`src/pkg/rpt_pkg.sv`:
```
package rpt_pkg;
   // Register map, byte wide data
   localparam int ADDR_W = 5;
   localparam int DATA_W = 8;
   localparam logic [4:0] OFF_CTRL = 5'h00;
   localparam logic [4:0] OFF_STATUS = 5'h01;
   localparam logic [4:0] OFF_IRQ_EN = 5'h02;
   localparam logic [4:0] OFF_FLAGS = 5'h03;
   localparam logic [4:0] OFF_SRC = 5'h07;
   localparam logic [4:0] OFF_COUNT_LO = 5'h08;
   localparam logic [4:0] OFF_COUNT_HI = 5'h09;
   localparam logic [4:0] OFF_TOP_LO = 5'h0A;
   localparam logic [4:0] OFF_TOP_HI = 5'h0B;
   localparam logic [4:0] OFF_MATCH_LO = 5'h0C;
   localparam logic [4:0] OFF_MATCH_HI = 5'h0D;
   localparam logic [4:0] OFF_PIT_CTRL = 5'h10;
   localparam logic [4:0] OFF_PIT_STATUS = 5'h11;
   localparam logic [4:0] OFF_PIT_IRQ_EN = 5'h12;
   localparam logic [4:0] OFF_PIT_FLAGS = 5'h13;
   // Field positions
   localparam int CTRL_RUN_BIT = 0;
   localparam int CTRL_PRESC_LSB = 3;
   localparam int CTRL_KEEP_BIT = 7;
   localparam int FLAG_WRAP_BIT = 0;
   localparam int FLAG_MATCH_BIT = 1;
   localparam int PIT_EN_BIT = 0;
   localparam int PIT_PER_LSB = 3;
   // Reset values
   localparam logic [15:0] TOP_RESET = 16'hFFFF;
   localparam logic [15:0] MATCH_RESET = 16'h0000;
   // Timing counts and prescaler bit positions; SYNC_TICKS in timebase ticks
   localparam logic [1:0] SYNC_TICKS = 2'h2;
   localparam logic [4:0] ULP_DIV_LAST = 5'h1F;
   localparam int PRESC_W = 15;
   localparam int TAP_FIRST = 5;
   localparam int TAP_COUNT = 8;
   localparam logic [3:0] PIT_PER_MIN = 4'h1;
   localparam logic [3:0] PIT_PER_MAX = 4'hE;
   typedef enum logic [1:0] {
      SRC_ULP = 2'b00,
      SRC_ULP_DIV32 = 2'b01,
      SRC_CRYSTAL = 2'b10,
      SRC_EXT_CLOCK = 2'b11
   } rpt_src_t;
endpackage : rpt_pkg

```
`src/hdl/rpt_sync.sv`:
```
`timescale 1ns/1ps
module rpt_sync #(
   parameter int W = 1
) (
   input wire logic sys_clk,
   input wire logic rst,
   input wire logic [W-1:0] d,
   output logic [W-1:0] q
);
   typedef struct packed {
      logic [W-1:0] stage1;
      logic [W-1:0] stage2;
   } rpt_sync_state_t;
   rpt_sync_state_t s;
   rpt_sync_state_t next_s;
   generate
      if (W < 1) begin : g_bad_width
         $error("rpt_sync width must be positive");
      end
   endgenerate
   always_comb begin
      next_s = s;
      next_s.stage1 = d;
      next_s.stage2 = s.stage1;
   end
   always_ff @(posedge sys_clk or posedge rst) begin
      if (rst) begin
         s <= '0;
      end else begin
         s <= next_s;
      end
   end
   assign q = s.stage2;
endmodule : rpt_sync

```
`src/hdl/rpt_prescaler.sv`:
```
`timescale 1ns/1ps
module rpt_prescaler #(
   parameter int W = 15
) (
   input wire logic sys_clk,
   input wire logic rst,
   input wire logic run,
   input wire logic step,
   output logic [W-1:0] count
);
   typedef struct packed {
      logic [W-1:0] count;
   } rpt_presc_state_t;
   rpt_presc_state_t s;
   rpt_presc_state_t next_s;
   generate
      if (W < 15) begin : g_bad_width
         $error("rpt_prescaler needs at least 15 bits");
      end
   endgenerate
   // Holds its value while halted
   always_comb begin
      next_s = s;
      if (run && step) begin
         next_s.count = s.count + {{(W-1){1'b0}}, 1'b1};
      end
   end
   always_ff @(posedge sys_clk or posedge rst) begin
      if (rst) begin
         s <= '0;
      end else begin
         s <= next_s;
      end
   end
   assign count = s.count;
endmodule : rpt_prescaler

```
`src/hdl/rpt_top.sv`:
```
// Local design decisions: the strobed register port and the register addresses.
`timescale 1ns/1ps
// Overview of operation
// 16-bit counter steps per prescaled tick, compares
// Match flag/event on tick after equality
// Wrap flag/event, counter to zero after top
// 15-bit prescaler divides selected timebase
// Timebase: crystal, external, ULP, ULP/32
// Periodic interval 4 to 32768 timebase periods
// Eight level tap events, div 64..8192
// Periodic timer independent of counter enable
// Counter run bit starts and stops counter
// Periodic enable bit starts, stops periodic timer
// Both functions share one prescaler counter
// Prescaler halts only when both disabled
// Periodic output toggles every half period
// Events fire exactly with their flags
// Bus clock at least 4x timebase
// Software selects source before enabling
// Counter setup order ends with run bit
// Periodic setup order ends with enable
// Software checks busy bits before configuring
// Counter interrupts can wake the device
// Counter runs in standby only if kept
// Periodic timer runs in every sleep
// Prescaler change lands two timebase ticks later
// Interrupt held while enabled and flag set
// Events last one timebase period
module rpt_top
   import rpt_pkg::*;
(
   input wire logic sys_clk,
   input wire logic rst,
   input wire logic [rpt_pkg::ADDR_W-1:0] reg_addr,
   input wire logic [rpt_pkg::DATA_W-1:0] reg_wdata,
   input wire logic reg_wr,
   input wire logic reg_rd,
   output logic [rpt_pkg::DATA_W-1:0] reg_rdata,
   input wire logic crystal_pin_one,
   input wire logic crystal_pin_two,
   input wire logic ultra_low_power_osc,
   input wire logic sleep_standby,
   output logic counter_irq,
   output logic periodic_irq,
   output logic wrap_event,
   output logic match_event,
   output logic [rpt_pkg::TAP_COUNT-1:0] tick_tap_event
);
   import rpt_pkg::*;

   ////////////////////////////////////////////////////////////////////////
   typedef struct packed {
      logic keep_alive_in_standby;
      logic [3:0] presc_sel;
      logic counter_run_enable;
      logic [3:0] presc_eff;
      logic [1:0] ctrl_busy;
      logic [1:0] irq_en;
      logic [1:0] flags;
      rpt_src_t timebase_source_select;
      logic [15:0] count;
      logic [15:0] top_val;
      logic [15:0] match_val;
      logic [3:0] pit_period;
      logic periodic_tick_enable;
      logic [1:0] pit_busy;
      logic periodic_irq_enable;
      logic pit_flag;
      logic pit_prev;
      logic [4:0] ulp_div;
      logic ulp_prev;
      logic xt1_prev;
      logic xt2_prev;
      logic wrap_ev;
      logic match_ev;
      logic [7:0] rdata;
   } rpt_top_state_t;

   rpt_top_state_t s;
   rpt_top_state_t next_s;
   logic [2:0] pins_sync;
   logic [PRESC_W-1:0] presc_count;
   logic ulp_rise;
   logic xt1_rise;
   logic xt2_rise;
   logic tb_tick;
   logic [PRESC_W-1:0] presc_mask;
   logic counter_awake;
   logic cnt_tick;
   logic hit_top;
   logic hit_match;
   logic pit_valid;
   logic pit_lvl;
   logic presc_run;

   ////////////////////////////////////////////////////////////////////////
   // Pins from the oscillators cross into sys_clk here
   rpt_sync #(
      .W(3)
   ) u_sync (
      .sys_clk(sys_clk),
      .rst(rst),
      .d({ultra_low_power_osc, crystal_pin_two, crystal_pin_one}),
      .q(pins_sync)
   );

   assign presc_run = s.counter_run_enable | s.periodic_tick_enable;

   // Single shared counter for both functions
   rpt_prescaler #(
      .W(PRESC_W)
   ) u_presc (
      .sys_clk(sys_clk),
      .rst(rst),
      .run(presc_run),
      .step(tb_tick),
      .count(presc_count)
   );

   ////////////////////////////////////////////////////////////////////////
   // Timebase tick selection
   assign xt1_rise = pins_sync[0] & ~s.xt1_prev;
   assign xt2_rise = pins_sync[1] & ~s.xt2_prev;
   assign ulp_rise = pins_sync[2] & ~s.ulp_prev;

   always_comb begin
      unique case (s.timebase_source_select)
         SRC_ULP: tb_tick = ulp_rise;
         SRC_ULP_DIV32: tb_tick = ulp_rise && (s.ulp_div == ULP_DIV_LAST);
         SRC_CRYSTAL: tb_tick = xt2_rise;
         SRC_EXT_CLOCK: tb_tick = xt1_rise;
      endcase
   end

   // Low presc_eff bits all ones marks a prescaled tick
   assign presc_mask = ~({PRESC_W{1'b1}} << s.presc_eff);
   assign counter_awake = !sleep_standby || s.keep_alive_in_standby;
   assign cnt_tick = tb_tick && s.counter_run_enable && counter_awake &&
      ((presc_count & presc_mask) == presc_mask);
   assign hit_top = (s.count == s.top_val);
   assign hit_match = (s.count == s.match_val);

   // Periodic level is a prescaler bit: toggles each half period
   assign pit_valid = (s.pit_period >= PIT_PER_MIN) &&
      (s.pit_period <= PIT_PER_MAX);
   assign pit_lvl = s.periodic_tick_enable && pit_valid &&
      presc_count[s.pit_period];

   ////////////////////////////////////////////////////////////////////////
   always_comb begin
      next_s = s;
      next_s.rdata = '0;
      next_s.ulp_prev = pins_sync[2];
      next_s.xt1_prev = pins_sync[0];
      next_s.xt2_prev = pins_sync[1];
      if (ulp_rise) begin
         next_s.ulp_div = s.ulp_div + 5'h01;
      end

      // Busy counts drain on timebase ticks
      if (tb_tick && s.ctrl_busy != 2'h0) begin
         next_s.ctrl_busy = s.ctrl_busy - 2'h1;
         if (s.ctrl_busy == 2'h1) begin
            next_s.presc_eff = s.presc_sel;
         end
      end
      if (tb_tick && s.pit_busy != 2'h0) begin
         next_s.pit_busy = s.pit_busy - 2'h1;
      end

      // Configuration writes
      if (reg_wr) begin
         unique case (reg_addr)
            OFF_CTRL: begin
               next_s.keep_alive_in_standby = reg_wdata[CTRL_KEEP_BIT];
               next_s.presc_sel = reg_wdata[CTRL_PRESC_LSB +: 4];
               next_s.counter_run_enable = reg_wdata[CTRL_RUN_BIT];
               next_s.ctrl_busy = SYNC_TICKS;
            end
            OFF_IRQ_EN: next_s.irq_en = reg_wdata[1:0];
            OFF_FLAGS: next_s.flags = s.flags & ~reg_wdata[1:0];
            OFF_SRC: begin
               next_s.timebase_source_select = rpt_src_t'(reg_wdata[1:0]);
            end
            OFF_TOP_LO: next_s.top_val[7:0] = reg_wdata;
            OFF_TOP_HI: next_s.top_val[15:8] = reg_wdata;
            OFF_MATCH_LO: next_s.match_val[7:0] = reg_wdata;
            OFF_MATCH_HI: next_s.match_val[15:8] = reg_wdata;
            OFF_PIT_CTRL: begin
               next_s.pit_period = reg_wdata[PIT_PER_LSB +: 4];
               next_s.periodic_tick_enable = reg_wdata[PIT_EN_BIT];
               next_s.pit_busy = SYNC_TICKS;
            end
            OFF_PIT_IRQ_EN: next_s.periodic_irq_enable = reg_wdata[0];
            OFF_PIT_FLAGS: begin
               if (reg_wdata[0]) begin
                  next_s.pit_flag = 1'b0;
               end
            end
            default: begin
            end
         endcase
      end

      // Events end after one timebase period
      if (tb_tick) begin
         next_s.wrap_ev = 1'b0;
         next_s.match_ev = 1'b0;
      end

      // Counter step; flag sets beat clears in the same cycle
      if (cnt_tick) begin
         if (hit_top) begin
            next_s.count = '0;
            next_s.flags[FLAG_WRAP_BIT] = 1'b1;
            next_s.wrap_ev = 1'b1;
         end else begin
            next_s.count = s.count + 16'h0001;
         end
         if (hit_match) begin
            next_s.flags[FLAG_MATCH_BIT] = 1'b1;
            next_s.match_ev = 1'b1;
         end
      end

      next_s.pit_prev = pit_lvl;
      if (pit_lvl && !s.pit_prev) begin
         next_s.pit_flag = 1'b1;
      end

      // Software count write overrides a step
      if (reg_wr && reg_addr == OFF_COUNT_LO) begin
         next_s.count[7:0] = reg_wdata;
      end
      if (reg_wr && reg_addr == OFF_COUNT_HI) begin
         next_s.count[15:8] = reg_wdata;
      end

      if (reg_rd) begin
         unique case (reg_addr)
            OFF_CTRL: next_s.rdata = {s.keep_alive_in_standby,
               s.presc_sel, 2'b00, s.counter_run_enable};
            OFF_STATUS: next_s.rdata = {7'h00, s.ctrl_busy != 2'h0};
            OFF_IRQ_EN: next_s.rdata = {6'h00, s.irq_en};
            OFF_FLAGS: next_s.rdata = {6'h00, s.flags};
            OFF_SRC: next_s.rdata = {6'h00, s.timebase_source_select};
            OFF_COUNT_LO: next_s.rdata = s.count[7:0];
            OFF_COUNT_HI: next_s.rdata = s.count[15:8];
            OFF_TOP_LO: next_s.rdata = s.top_val[7:0];
            OFF_TOP_HI: next_s.rdata = s.top_val[15:8];
            OFF_MATCH_LO: next_s.rdata = s.match_val[7:0];
            OFF_MATCH_HI: next_s.rdata = s.match_val[15:8];
            OFF_PIT_CTRL: next_s.rdata = {1'b0, s.pit_period, 2'b00,
               s.periodic_tick_enable};
            OFF_PIT_STATUS: next_s.rdata = {7'h00, s.pit_busy != 2'h0};
            OFF_PIT_IRQ_EN: next_s.rdata = {7'h00, s.periodic_irq_enable};
            OFF_PIT_FLAGS: next_s.rdata = {7'h00, s.pit_flag};
            default: next_s.rdata = '0;
         endcase
      end
   end

   always_ff @(posedge sys_clk or posedge rst) begin
      if (rst) begin
         s <= '0;
         s.top_val <= TOP_RESET;
         s.match_val <= MATCH_RESET;
      end else begin
         s <= next_s;
      end
   end

   ////////////////////////////////////////////////////////////////////////
   // Outputs; counter_irq doubles as the wake request
   assign counter_irq = |(s.flags & s.irq_en);
   assign periodic_irq = s.pit_flag && s.periodic_irq_enable;
   assign wrap_event = s.wrap_ev;
   assign match_event = s.match_ev;
   assign reg_rdata = s.rdata;

   genvar gi;
   generate
      for (gi = 0; gi < TAP_COUNT; gi++) begin : g_tap
         assign tick_tap_event[gi] = presc_count[TAP_FIRST + gi];
      end
   endgenerate
endmodule : rpt_top

```
`config.mk`:
```
export PLATFORM = sky130hd
export DESIGN_NAME = rpt_top
export DESIGN_NICKNAME = d
export VERILOG_FILES = /design/src/pkg/rpt_pkg.sv /design/src/hdl/rpt_sync.sv /design/src/hdl/rpt_prescaler.sv /design/src/hdl/rpt_top.sv
export SDC_FILE = /design/constraint.sdc
export NUM_CORES = 1
export LEC_CHECK = 0
export ABC_AREA = 1
export ABC_CLOCK_PERIOD_IN_PS = 6700
export BUFFER_PORTS_ARGS = -buffer_cell sky130_fd_sc_hd__buf_4
export CAP_MARGIN = 5
export CORE_MARGIN = 8
export CORE_UTILIZATION = 25
export CTS_BUF_LIST = sky130_fd_sc_hd__clkbuf_4
export DETAILED_ROUTE_END_ITERATION = 8
export PLACE_DENSITY = 0.41
export SYNTH_ARGS = -nofsm -noshare
export SYNTH_HDL_FRONTEND = slang
export SYNTH_SLANG_ARGS = --single-unit
```
`constraint.sdc`:
```
create_clock -name sys_clk -period 6.7 [get_ports sys_clk]
set_input_delay 0.335 -clock sys_clk [delete_from_list [all_inputs] [get_ports sys_clk]]
set_output_delay 0.335 -clock sys_clk [all_outputs]
set_load 0.005 [all_outputs]
```
-- Word level (Yosys, flattened, before mapping)
Cells that the tools add are included.
- add/sub/neg operators: 5
- $lt $le $gt $ge: 3
- eq/ne operators: 22
- shifts and indexed selects: 1
- mux-type cells: 29
- bitwise gates (word level): 12
- reduce and logical (&&, ||, !) cells: 38
- operators by type and width (cell ; count):
    $pmux W8 S15 ; 1
    $eq A16 B16 Y1 ; 2
    $mux W16 ; 2
    $mux W8 ; 4
    $eq A5 B4 Y1 const B ; 6
    $eq A5 B5 Y1 const B ; 5
    $mux W2 ; 10
    $reduce_and A2 Y1 ; 10
    $add A16 B1 Y16 const B ; 1
    $add A15 B1 Y15 const B ; 1
    $and A15 B15 Y15 ; 1
    $eq A15 B15 Y1 ; 1
    $not A15 Y15 ; 1
    $shl A15 B4 Y15 const A ; 1
    $logic_and A1 B1 Y1 ; 14
    $reduce_bool A2 Y1 ; 7
    $eq A5 B2 Y1 const B ; 2
    $mux W1 ; 9
    $add A5 B1 Y5 const B ; 1
    $eq A5 B1 Y1 const B ; 1
    $eq A5 B3 Y1 const B ; 1
    $logic_not A5 Y1 ; 1
    $lt A4 B5 Y1 const B ; 1
    $and A2 B2 Y2 ; 2
    other kinds (17) ; 25
- register bits after elaboration: 115
- bits of input ports: 21
- output and inout port bits: 20
- logic and storage cells: 140

-- Depth between registers and ports, before layout
Gate-level depths: netlist (run 1).
- depth after elaboration: 10
- depth in mapped cells: 13

-- By module
A second synthesis (run 1) with hierarchy kept.
- cells, all modules: 936
- area, all modules: 6861.6 um^2
- modules (own cells, without submodules) (module ; instances ; cells an instance ; area each (um^2) ; sequential area each (um^2)):
    rpt_top ; 1 ; 835 ; 5916.9 ; 2372.3
    rpt_prescaler ; 1 ; 94 ; 790.8 ; 375.4
    rpt_sync ; 1 ; 7 ; 153.9 ; 150.1

-- Worst setup path after synthesis (run 1)
Ideal clock, no wire load.
- kind: register to register
- from: register s[13] (netlist name)
- to: register s[67] (netlist name)
- arrival: 1.822 ns
- slack: 4.812 ns
- cell stages (with the launch flop): 14
- path buffers: 1
- period minus slack after synthesis: 1.888 ns
- path through: dfrtp_1 > ha_1 > and3_1 > ha_1 > inv_1 > nand2_1 > nand3_1 > nand3_1 > nand3_1 > nor2_2 > nand2_2 > buf_2 > nand3_1 > nand2_1
- longest elaborated chain between the ends: 7
- ends and longest elaborated chain (element ; line ; text):
    start: declaration ; rpt_top.sv:79 ; rpt_top_state_t s;
    start signal: assignment ; rpt_top.sv:269 ; s <= next_s;
    $eq A5 B5 Y1 ; rpt_top.sv:129 ; SRC_ULP_DIV32: tb_tick = ulp_rise && (s.ulp_div == ULP_DIV_LAST);
    $logic_and A1 B1 Y1 ; rpt_top.sv:129 ;
    $pmux W1 S4 ; rpt_top.sv:127 ; unique case (s.timebase_source_select)
    $logic_and A1 B1 Y1 (3 in series) ; rpt_top.sv:138 ; assign cnt_tick = tb_tick && s.counter_run_enable && counter_awake &&
    $reduce_bool A2 Y1 (no line) ; -- ;
No other way between the ends.
A chain may end at the register's enable or synchronous reset.

-- Final worst setup path (run 1)
- from: register s[13] (netlist name)
- to: register s[66] (netlist name)
The elaborated chain is that of the path after synthesis.

==> results of run 1 <==
==> worst max path at each step <==
stage	from	endpoint	slack, ns	depth (start not counted)
finish	s[13]	s[66]	4.22	13
global route	s[13]	s[75]	3.95	13
CTS	s[13]	s[65]	4.19	13
detailed placement	s[13]	s[65]	4.24	13
global placement	s[13]	s[67]	4.34	13
floorplan	rst	match_event	3.35	1
==> synthesized netlist by cell type (2+ instances only) <==
| master | n | share of area (%) |
|---|---|---|
| dfrtp_1 | 99 | 37 |
| xnor2_1 | 7 | 0.92 |
| ha_1 | 7 | 1.3 |
| inv_1 | 96 | 5.4 |
| buf_4 | 22 | 2.5 |
| nor2_4 | 2 | 0.34 |
| o21ai_1 | 47 | 3.5 |
| dfstp_2 | 16 | 6.3 |
| a21oi_1 | 21 | 1.6 |
| inv_2 | 28 | 1.6 |
| o31ai_1 | 2 | 0.22 |
| o21ai_0 | 35 | 2.6 |
| nand2_1 | 297 | 17 |
| a31oi_1 | 4 | 0.37 |
| o22ai_1 | 10 | 0.94 |
| nor2_1 | 74 | 4.2 |
| buf_2 | 13 | 0.97 |
| nand3_1 | 64 | 4.8 |
| nor3_2 | 2 | 0.30 |
| xor2_1 | 21 | 2.8 |
| nand2_2 | 6 | 0.56 |
| nor3_1 | 13 | 0.97 |
| nand4_1 | 13 | 1.2 |
| nor2_2 | 8 | 0.75 |
| a22oi_1 | 3 | 0.34 |
| or2_2 | 5 | 0.47 |
==> per-stage QoR <==
stage	power, µW	std cells
after global placement	1570	1272
final	2107	1309
after CTS	2144	1308
after global routing	2277	1309
after floorplan	1381	926
after detailed placement	1570	1272
==> where the power goes <==
group          switching [µW]  internal, µW  leakage, µW
clock                     319           232     0.000158
combinational             345           212      0.00207
sequential                154           843      0.00144
total                     819          1290      0.00366
==> state kept, by name, summed over array words and instances (netlist names) <==
register / flops
s: 84
u_presc.count: 15
reg_rdata: 8
u_sync.next_s: 3
u_sync.q: 3
match_event: 1
wrap_event: 1
==> cell type report <==
type                            count  area (µm²)
Fill cell                        2949       19040
Multi-Input combinational cell    649        3078
Sequential cell                   115        2898
Inverter                          126       478.0
Tap cell                          341       426.7
Timing Repair Buffer               45       347.8
Clock inverter                     15       172.7
Clock buffer                       17       127.6
Antenna cell                        1       2.502
==> cells by family after synthesis <==
family / count (synthesis)
AOI/OAI and AO/OA: 125
xor gates and xnor gates: 28
adders and majority gates: 7
buffers and inverters: 162
DFF: 115
and+or+nand+nor: 489
==> worst max-delay path, cell delays in order (launching register included) <==
cell     delay, ns
dfrtp_1       0.43
ha_1          0.22
and3_1        0.18
ha_1          0.17
inv_1         0.05
nand2_1       0.04
nand3_1       0.08
nand3_1       0.19
nand3_1       0.17
nor2_2        0.08
nand2_2       0.33
nand2_2       0.23
nand2_1       0.12
nand2_1       0.05
==> metal layers <==
| metal | GRT usage [%] | wire length (µm) | up-vias |
|---|---|---|---|
| met5 | 0 | 0 | - |
| met4 | 6.302 | 688 | 0 |
| met3 | 1.754 | 522 | 30 |
| met2 | 22.42 | 9999 | 103 |
| met1 | 17.04 | 9881 | 2742 |
| li1 | - | - | 2978 |
==> reports/qor.csv, run 1 <==
stage;metric;value;unit
setup_path;worst r2r src;s[13];
setup_path;critical path required time;7.13;ns
clocking;clk slew on worst S/H paths;0.14;ns
placed_design;placed inst area;7188;µm²
setup_path;CP Class;reg -> reg;
setup_path;crit path launch type;flip-flop;
synthesis;syn nets;954;
synthesis;EDFF count, synth;0;
clocking;post-cts resize count;0;
setup_path;Worst Setup End Kind;flip-flop;
setup_path;CP max FO;18;
clocking;H-tree depth;4;
drt;final WL;21090;µm
global_routing;GR Overflow Total;0;
sta;Final setup viols;0;
synthesis;area fraction in compound gates after synthesis;9.938;%
die;Die W;179.5;µm
synthesis;synthesized area per cell;7.219;µm²
clocking;Max clock buf depth;2;
synthesis;XOR/XNOR Fraction of Synth Area;3.668;%
sta;Fin Clk Skew;0.02916;ns
sta;Tcrit/Tclk final;37.00;%
synthesis;simple-gate share of the synthesized area;31.12;%
sta;RSZ-0062 raised after global routing;no;
drt;vias;5853;
run_status;run status;finished clean;
placed_design;RD Place Congestion;0.8371;
clocking;clock net sink count;115;
setup_path;Worst R2R End;s[66];
drt;Routed Antenna Nets;0;
synthesis;Post-synth ARST share;100.0;%
finish;most frequent cells in the layout;297 x nand2_1, 99 x dfrtp_1, 95 x inv_1;
drt;vias per cell;4.471;
drt;Residual DRC;0;
pwr;Lkg Pwr;0.003663;µW
drt;Pre-antenna DRT Iters;5;
sta;hold_ws;0.05550;ns
global_routing;largest net degree at the start of global routing;71;
clocking;Post-CTS Setup Inserts;0;
synthesis;ys flop type;dfrtp_1;
synthesis;Cell Area, Synth;6685;µm²
placed_design;PortBufs;40;
drt;routed wire length per instance;16.11;µm
finish;fraction of layout cells with a size suffix above 1;14.99;%
synthesis;Yosys cell types;37;
setup_path;Register-to-Register Path Depth;13;
sta;Slew @ Worst Pin;0.8747;ns
pwr;P per Cell Area;279.7;nW/µm²
clocking;count of hold-fix buffers inserted at cts;4;
sta;final setup TNS;0;ns
drt;1st-iter DRT viols;415;
finish;end-of-flow core utilization;28.34;%
clocking;CTS Buf Count;17;
clocking;CTS tree;done;
global_routing;first-pass GRT wire length;34180;µm
finish;Final nets;982;
worst_hold_path;Hold Crit Class;in -> reg;
sta;Fin. Hold Viols;0;
setup_path;R2R setup slack;4.22;ns
clocking;Clk Latency, worst-skew pair;0.56;ns
die;# IOs;41;
synthesis;sequential element share of the synthesized area;43.35;%
synthesis;Synth Area in Adders;1.310;%
global_routing;initial antenna violation count;1;
sta;Slew HR;41.68;%
sta;fmax;0.4034;GHz
die;core area;26580;µm²
die;die area;32230;µm²
placed_design;post-DP HPWL;16100;µm
synthesis;post-synthesis register bit count;115;
die;Die H;179.5;µm
synthesis;mux cell area share after synthesis;0;%
finish;most common cell after layout, fill and taps aside;nand2_1;
pwr;peak supply drop;0.1251;mV
worst_hold_path;hold depth;3;
worst_hold_path;Worst Hold End;s[53];
placed_design;Place WS;4.241;ns
setup_path;Critical Path AT;2.91;ns
die;starting density of the core;25.16;%
global_routing;Total Routing Usage GR;13.44;%
worst_hold_path;Hold Crit Start;reg_wdata[1];
sta;Final min period;2.479;ns
synthesis;Mapped Cells;926;
global_routing;vias in the first global route;5922;
die;site row count;60;
sta;max-slew violations;0;
synthesis;largest family of logic cells by synthesized area;simple AND/OR/NAND/NOR gates;
synthesis;Synthesis Warnings;0;
clocking;clk root buf;clkbuf_4;
run;max cap viols;0;
sta;Final WS setup;4.221;ns
finish;fin area;7531;µm²
finish;Layout area overhead;12.65;%
Power figures use the tool's default switching activity.
==> inputs of run 2 (changes only) <==
- ABC_AREA: 1 -> 0
- ABC_CLOCK_PERIOD_IN_PS: 6700 -> 2100
- PLACE_DENSITY: 0.41 -> 0.42
- clock period: 6.7 -> 2.1 ns (I/O delays scaled with it)
==> reports/qor.csv, run 2 <==
stage;metric;value;unit
run_status;run status;complete, but fails checks;
run_status;failing checks;setup timing;
synthesis;main area contributors after synthesis;dfrtp_1 40%, mux2_2 10%, dfstp_2 6.9%;
pwr;peak supply drop;0.3309;mV
global_routing;GR Layer Usage met3;2.808;%
synthesis;ys flop type;dfrtp_1;
sta;max-slew violations;0;
synthesis;post-synth top area cell;dfrtp_1;
finish;fraction of layout cells with a size suffix above 1;39.70;%
placed_design;PortBufs;40;
pwr;P per Cell Area;910.3;nW/µm²
synthesis;post-synthesis register bit count;115;
sta;Final min period;2.659;ns
global_routing;vias in the first global route;5217;
synthesis;count leader, synth;dfrtp_1;
clocking;Max clock buf depth;2;
clocking;CTS Buf Count;17;
synthesis;area share of the leading cell type in the synthesized netlist;40.47;%
synthesis;Post-synth ARST share;100.0;%
pwr;Lkg Pwr;0.003533;µW
sta;Tcrit/Tclk final;126.6;%
sta;fmax;0.3761;GHz
global_routing;first-pass GRT wire length;29610;µm
synthesis;Synthesis Warnings;0;
setup_path;Critical Path AT;3.08;ns
global_routing;met1 Track Usage GR;18.03;%
finish;Largest register FFs;84;
clocking;H-tree depth;4;
finish;Final nets;749;
die;starting density of the core;25.32;%
clocking;CTS tree;done;
run;max cap viols;0;
setup_path;critical path required time;2.52;ns
synthesis;Cell Area, Synth;6122;µm²
clocking;clk slew on worst S/H paths;0.11;ns
drt;Residual DRC;0;
synthesis;sequential element share of the synthesized area;47.33;%
die;Die W;172.5;µm
finish;Multi-input gate area;3067;µm²
global_routing;Total Routing Usage GR;13.15;%
global_routing;GR Overflow Total;0;
die;site row count;57;
drt;vias;4982;
synthesis;Mapped Cells;580;
finish;largest reg by FF count;s;
setup_path;Worst Setup End Kind;flip-flop;
global_routing;Most Crowded Layer GR;met2;
die;Die H;172.5;µm
sta;Fin Clk Skew;0.01654;ns
synthesis;synthesized area per cell;10.56;µm²
finish;most common cell after layout, fill and taps aside;buf_4;
clocking;clk root buf;clkbuf_4;
die;die area;29750;µm²
die;core area;24180;µm²
synthesis;Yosys cell types;66;
finish;fillers;2488;
finish;most frequent cells in the layout;147 x buf_4, 99 x dfrtp_1, 52 x mux2_2;
placed_design;RD Place Congestion;0.8278;
worst_hold_path;Hold Crit Class;in -> reg;
sta;Final setup viols;29;
drt;1st-iter DRT viols;321;
drt;Routed Antenna Nets;0;
finish;area occupied by registers;2898;µm²
die;# IOs;41;
sta;Slew HR;63.35;%
pwr;Final Power;7420;µW
global_routing;initial antenna violation count;1;
sta;Slew @ Worst Pin;0.5484;ns
sta;Final WS setup;-0.5586;ns
setup_path;CP Class;reg -> reg;
placed_design;post-DP HPWL;13670;µm
setup_path;crit path launch type;flip-flop;
synthesis;Synth top cells by count;99 x dfrtp_1, 55 x mux2_2, 41 x nand2_1;
finish;Layout area overhead;33.15;%
clocking;clock net sink count;115;
global_routing;largest net degree at the start of global routing;92;
sta;final setup TNS;-8.859;ns
sta;RSZ-0062 raised after global routing;yes;
drt;final WL;18530;µm
drt;routed wire length per instance;17.52;µm
global_routing;M2 GR Usage;20.07;%
sta;Fin. Hold Viols;0;
synthesis;EDFF count, synth;0;
synthesis;syn nets;608;
setup_path;CP max FO;7;
clocking;Clk Latency, worst-skew pair;0.54;ns
drt;vias per cell;4.709;
drt;Pre-antenna DRT Iters;7;
[run 2: changes by cell type after synthesis, moves of 32 or more]
| cell | change |
|---|---|
| clkbuf_1 | +32 |
| mux2_2 | +55 |
| nand2_1 | -256 |
| nor2_1 | -39 |
| inv_1 | -82 |
| o21ai_1 | -46 |
| nand3_1 | -52 |
[run 2: critical path, cell delays in order, from the launching register on]
cell and delay [ns]:
dfrtp_1 0.38, ha_2 0.18, and3_4 0.19, ha_4 0.11
nand2b_1 0.09, nand3b_1 0.09, and2_4 0.16, a311o_1 0.35
or2_4 0.32, buf_4 0.14, buf_6 0.11, and2_0 0.14
o32a_1 0.28
[run 2: cell families after synthesis]
logic type,count (synthesis),share of synthesized area (%)
simple gates,167,14.55
flops,115,47.33
compound gates,112,12.41
buf+inv,67,5.252
mux,60,11.55
xor+xnor,51,7.296
fa+ha+maj,8,1.614
[run 2: layout make-up]
class | instances | share of cell area [%]
Clock buffer | 19 | 1.750
Timing Repair Buffer | 175 | 17.38
Tap cell | 324 | 4.973
Multi-Input combinational cell | 398 | 37.62
Sequential cell | 115 | 35.55
Inverter | 14 | 0.6907
Antenna cell | 1 | 0.03070
Clock inverter | 12 | 2.011
[run 2: worst paths after layout]
kind                       cells after the start              from  slack [ns]                to
min in group asynchronous                      4               rst        0.22  u_sync.next_s[2]
max reg2reg                                   12             s[13]       -0.56             s[64]
max in group asynchronous                      4               rst        1.40             s[48]
min reg2reg                                    0  u_sync.next_s[1]        0.36       u_sync.q[1]
min                                            4       reg_addr[2]        0.09      reg_rdata[0]
max                                           12             s[13]       -0.56             s[64]
[run 2: where the power goes]
| part | leakage [µW] | switching, µW | total [µW] | internal (µW) |
|---|---|---|---|---|
| clock network | 0.000157 | 858 | 1810 | 947 |
| registers | 0.00143 | 424 | 3130 | 2700 |
| logic | 0.00195 | 1120 | 2490 | 1370 |
[run 2: per-layer routing]
layer | part of all wire (%) | wire, µm
met1 | 49 | 8997
met2 | 46 | 8504
met3 | 4.0 | 736
met4 | 1.6 | 292
met5 | 0 | 0
[run 2: what timing repair did]
item	4_1_cts	5_1_grt
setup buffers	3	5
resized for setup	12	35
hold buffers	19	0
endpoints found under the setup margin	30	37
hold endpoints to repair	172	0
pin swaps	12	13
[run 2: through the flow]
stage | instances | setup WS, ns | hold WS (ns) | cell area [µm²] | utilization [%]
3_3_place_gp | 999 | -0.6371 | 0.2144 | 7435 | 30.75
4_1_cts | 1052 | -0.5652 | 0.03079 | 7985 | 33.03
2_1_floorplan | 580 | -0.6175 | 0.1364 | 6178 | -
5_1_grt | 1058 | -0.6753 | 0.06643 | 8152 | 33.72
3_5_place_dp | 999 | -0.7000 | 0.2161 | 7435 | 30.75
6_report | 1058 | -0.5586 | 0.08774 | 8152 | 33.72
==> inputs of run 3 (changes only) <==
- CORE_MARGIN: 8 -> 10
- RECOVER_POWER: default -> 50
==> reports/qor.csv, run 3 (synthesis gave the netlist of run 2 again) <==
stage;metric;value;unit
run_status;run status;complete, but fails checks;
run_status;failing checks;setup timing;
sta;Slew HR;20.58;%
die;site row count;57;
global_routing;vias in the first global route;5374;
run;max cap viols;0;
drt;1st-iter DRT viols;289;
global_routing;largest net degree at the start of global routing;48;
drt;final WL;19120;µm
drt;Residual DRC;0;
sta;Fin Clk Skew;0.01452;ns
global_routing;Total Routing Usage GR;12.51;%
finish;most common cell after layout, fill and taps aside;buf_4;
setup_path;crit path launch type;flip-flop;
clocking;Max clock buf depth;2;
die;# IOs;41;
setup_path;critical path required time;2.57;ns
global_routing;first-pass GRT wire length;30310;µm
sta;Final setup viols;26;
sta;Final WS setup;-0.5075;ns
pwr;Lkg Pwr;0.003559;µW
setup_path;Worst Setup End Kind;flip-flop;
finish;largest reg by FF count;s;
drt;vias per cell;4.758;
sta;Final min period;2.608;ns
finish;Largest register FFs;84;
clocking;H-tree depth;4;
pwr;P per Cell Area;898.9;nW/µm²
die;core area;24180;µm²
clocking;clk root buf;clkbuf_4;
setup_path;Critical Path AT;3.08;ns
finish;fraction of layout cells with a size suffix above 1;41.97;%
sta;fmax;0.3835;GHz
finish;most frequent cells in the layout;149 x buf_4, 99 x dfrtp_1, 52 x mux2_2;
setup_path;Worst path max stage delay;0.43;ns
sta;max-slew violations;0;
setup_path;crit path max-delay cell type;or3b_4;
clocking;clk slew on worst S/H paths;0.11;ns
placed_design;RD Place Congestion;0.8476;
placed_design;PortBufs;40;
finish;Layout area overhead;34.64;%
die;die area;31150;µm²
sta;Slew @ Worst Pin;1.191;ns
setup_path;CP Cell Sequence;ha_2 -> and3_4 -> ha_4 -> nand2b_4 -> nand3b_1 -> and2_4 -> a311o_2 -> or3_4 -> or3b_4 -> a31oi_4;
clocking;clock net sink count;115;
sta;hold_ws;0.2113;ns
clocking;CTS tree;done;
sta;Fin. Hold Viols;0;
clocking;CTS Buf Count;17;
drt;vias;5072;
drt;Pre-antenna DRT Iters;5;
worst_hold_path;Hold Crit Class;in -> reg;
clocking;Clk Latency, worst-skew pair;0.55;ns
drt;routed wire length per instance;17.94;µm
finish;Final nets;756;
sta;Tcrit/Tclk final;124.2;%
placed_design;Place WS;-0.7267;ns
die;Die W;176.5;µm
die;starting density of the core;25.32;%
global_routing;initial antenna violation count;1;
global_routing;GR Overflow Total;0;
placed_design;post-DP HPWL;14130;µm
setup_path;CP Class;reg -> reg;
setup_path;CP max FO;7;
pwr;peak supply drop;0.2995;mV
sta;RSZ-0062 raised after global routing;yes;
die;Die H;176.5;µm
drt;Routed Antenna Nets;0;
run 3: layout make-up:
class                           count  area (µm²)
Antenna cell                        1       2.502
Clock buffer                       17       127.6
Clock inverter                     15       183.9
Fill cell                        2481       15930
Inverter                           14       53.80
Multi-Input combinational cell    399        3147
Sequential cell                   115        2898
Tap cell                          324       405.4
Timing Repair Buffer              181        1425
run 3: final timing paths:
| check | from | end | slack [ns] | depth (start not counted) |
|---|---|---|---|---|
| min reg2reg | u_sync.next_s[2] | u_sync.q[2] | 0.36 | 0 |
| max reg2reg | s[13] | s[72] | -0.51 | 10 |
| min | crystal_pin_two | u_sync.next_s[1] | 0.21 | 2 |
| max in group asynchronous | rst | s[75] | 0.19 | 4 |
| min in group asynchronous | rst | s[12] | 0.27 | 3 |
| max | s[13] | s[72] | -0.51 | 10 |
run 3: repair_timing:
action                                  CTS  global route
buffers inserted                          4             9
cloned                                    1             0
endpoints found under the hold margin   136             0
endpoints found under the setup margin   34            36
pin swaps                                30            11
hold buffers                             19             0
resized for setup                        30            27
run 3: report_power, final:
part	switching, µW	internal [µW]
sequential	431	2700
combinational	1120	1360
clock	969	834
total	2520	4890
run 3: worst max-delay path: cells and delay by family, from the launching register on:
| kind | cells | cell delay, ns |
|---|---|---|
| flip-flops | 1 | 0.38 |
| adder cells (fa/ha/maj) | 2 | 0.29 |
| AND/OR/NAND/NOR | 6 | 1.36 |
| AO/OA/AOI/OAI | 2 | 0.49 |
run 3: metrics by stage:
stage	utilization [%]	instance area [µm²]	setup TNS, ns	power, µW	instances
2_1_floorplan	-	6178	-7.607	4354	580
3_3_place_gp	30.84	7457	-9.528	5397	1002
3_5_place_dp	30.84	7457	-10.91	5441	1002
4_1_cts	33.50	8099	-8.355	7389	1058
5_1_grt	34.09	8243	-16.40	7876	1066
6_report	34.09	8243	-8.631	7410	1066
run 3: layer usage:
metal	routed length, µm	GRT usage (%)
met1	9156	16.69
met2	8811	19.26
met3	777	3.054
met4	376	4.483
met5	0	0
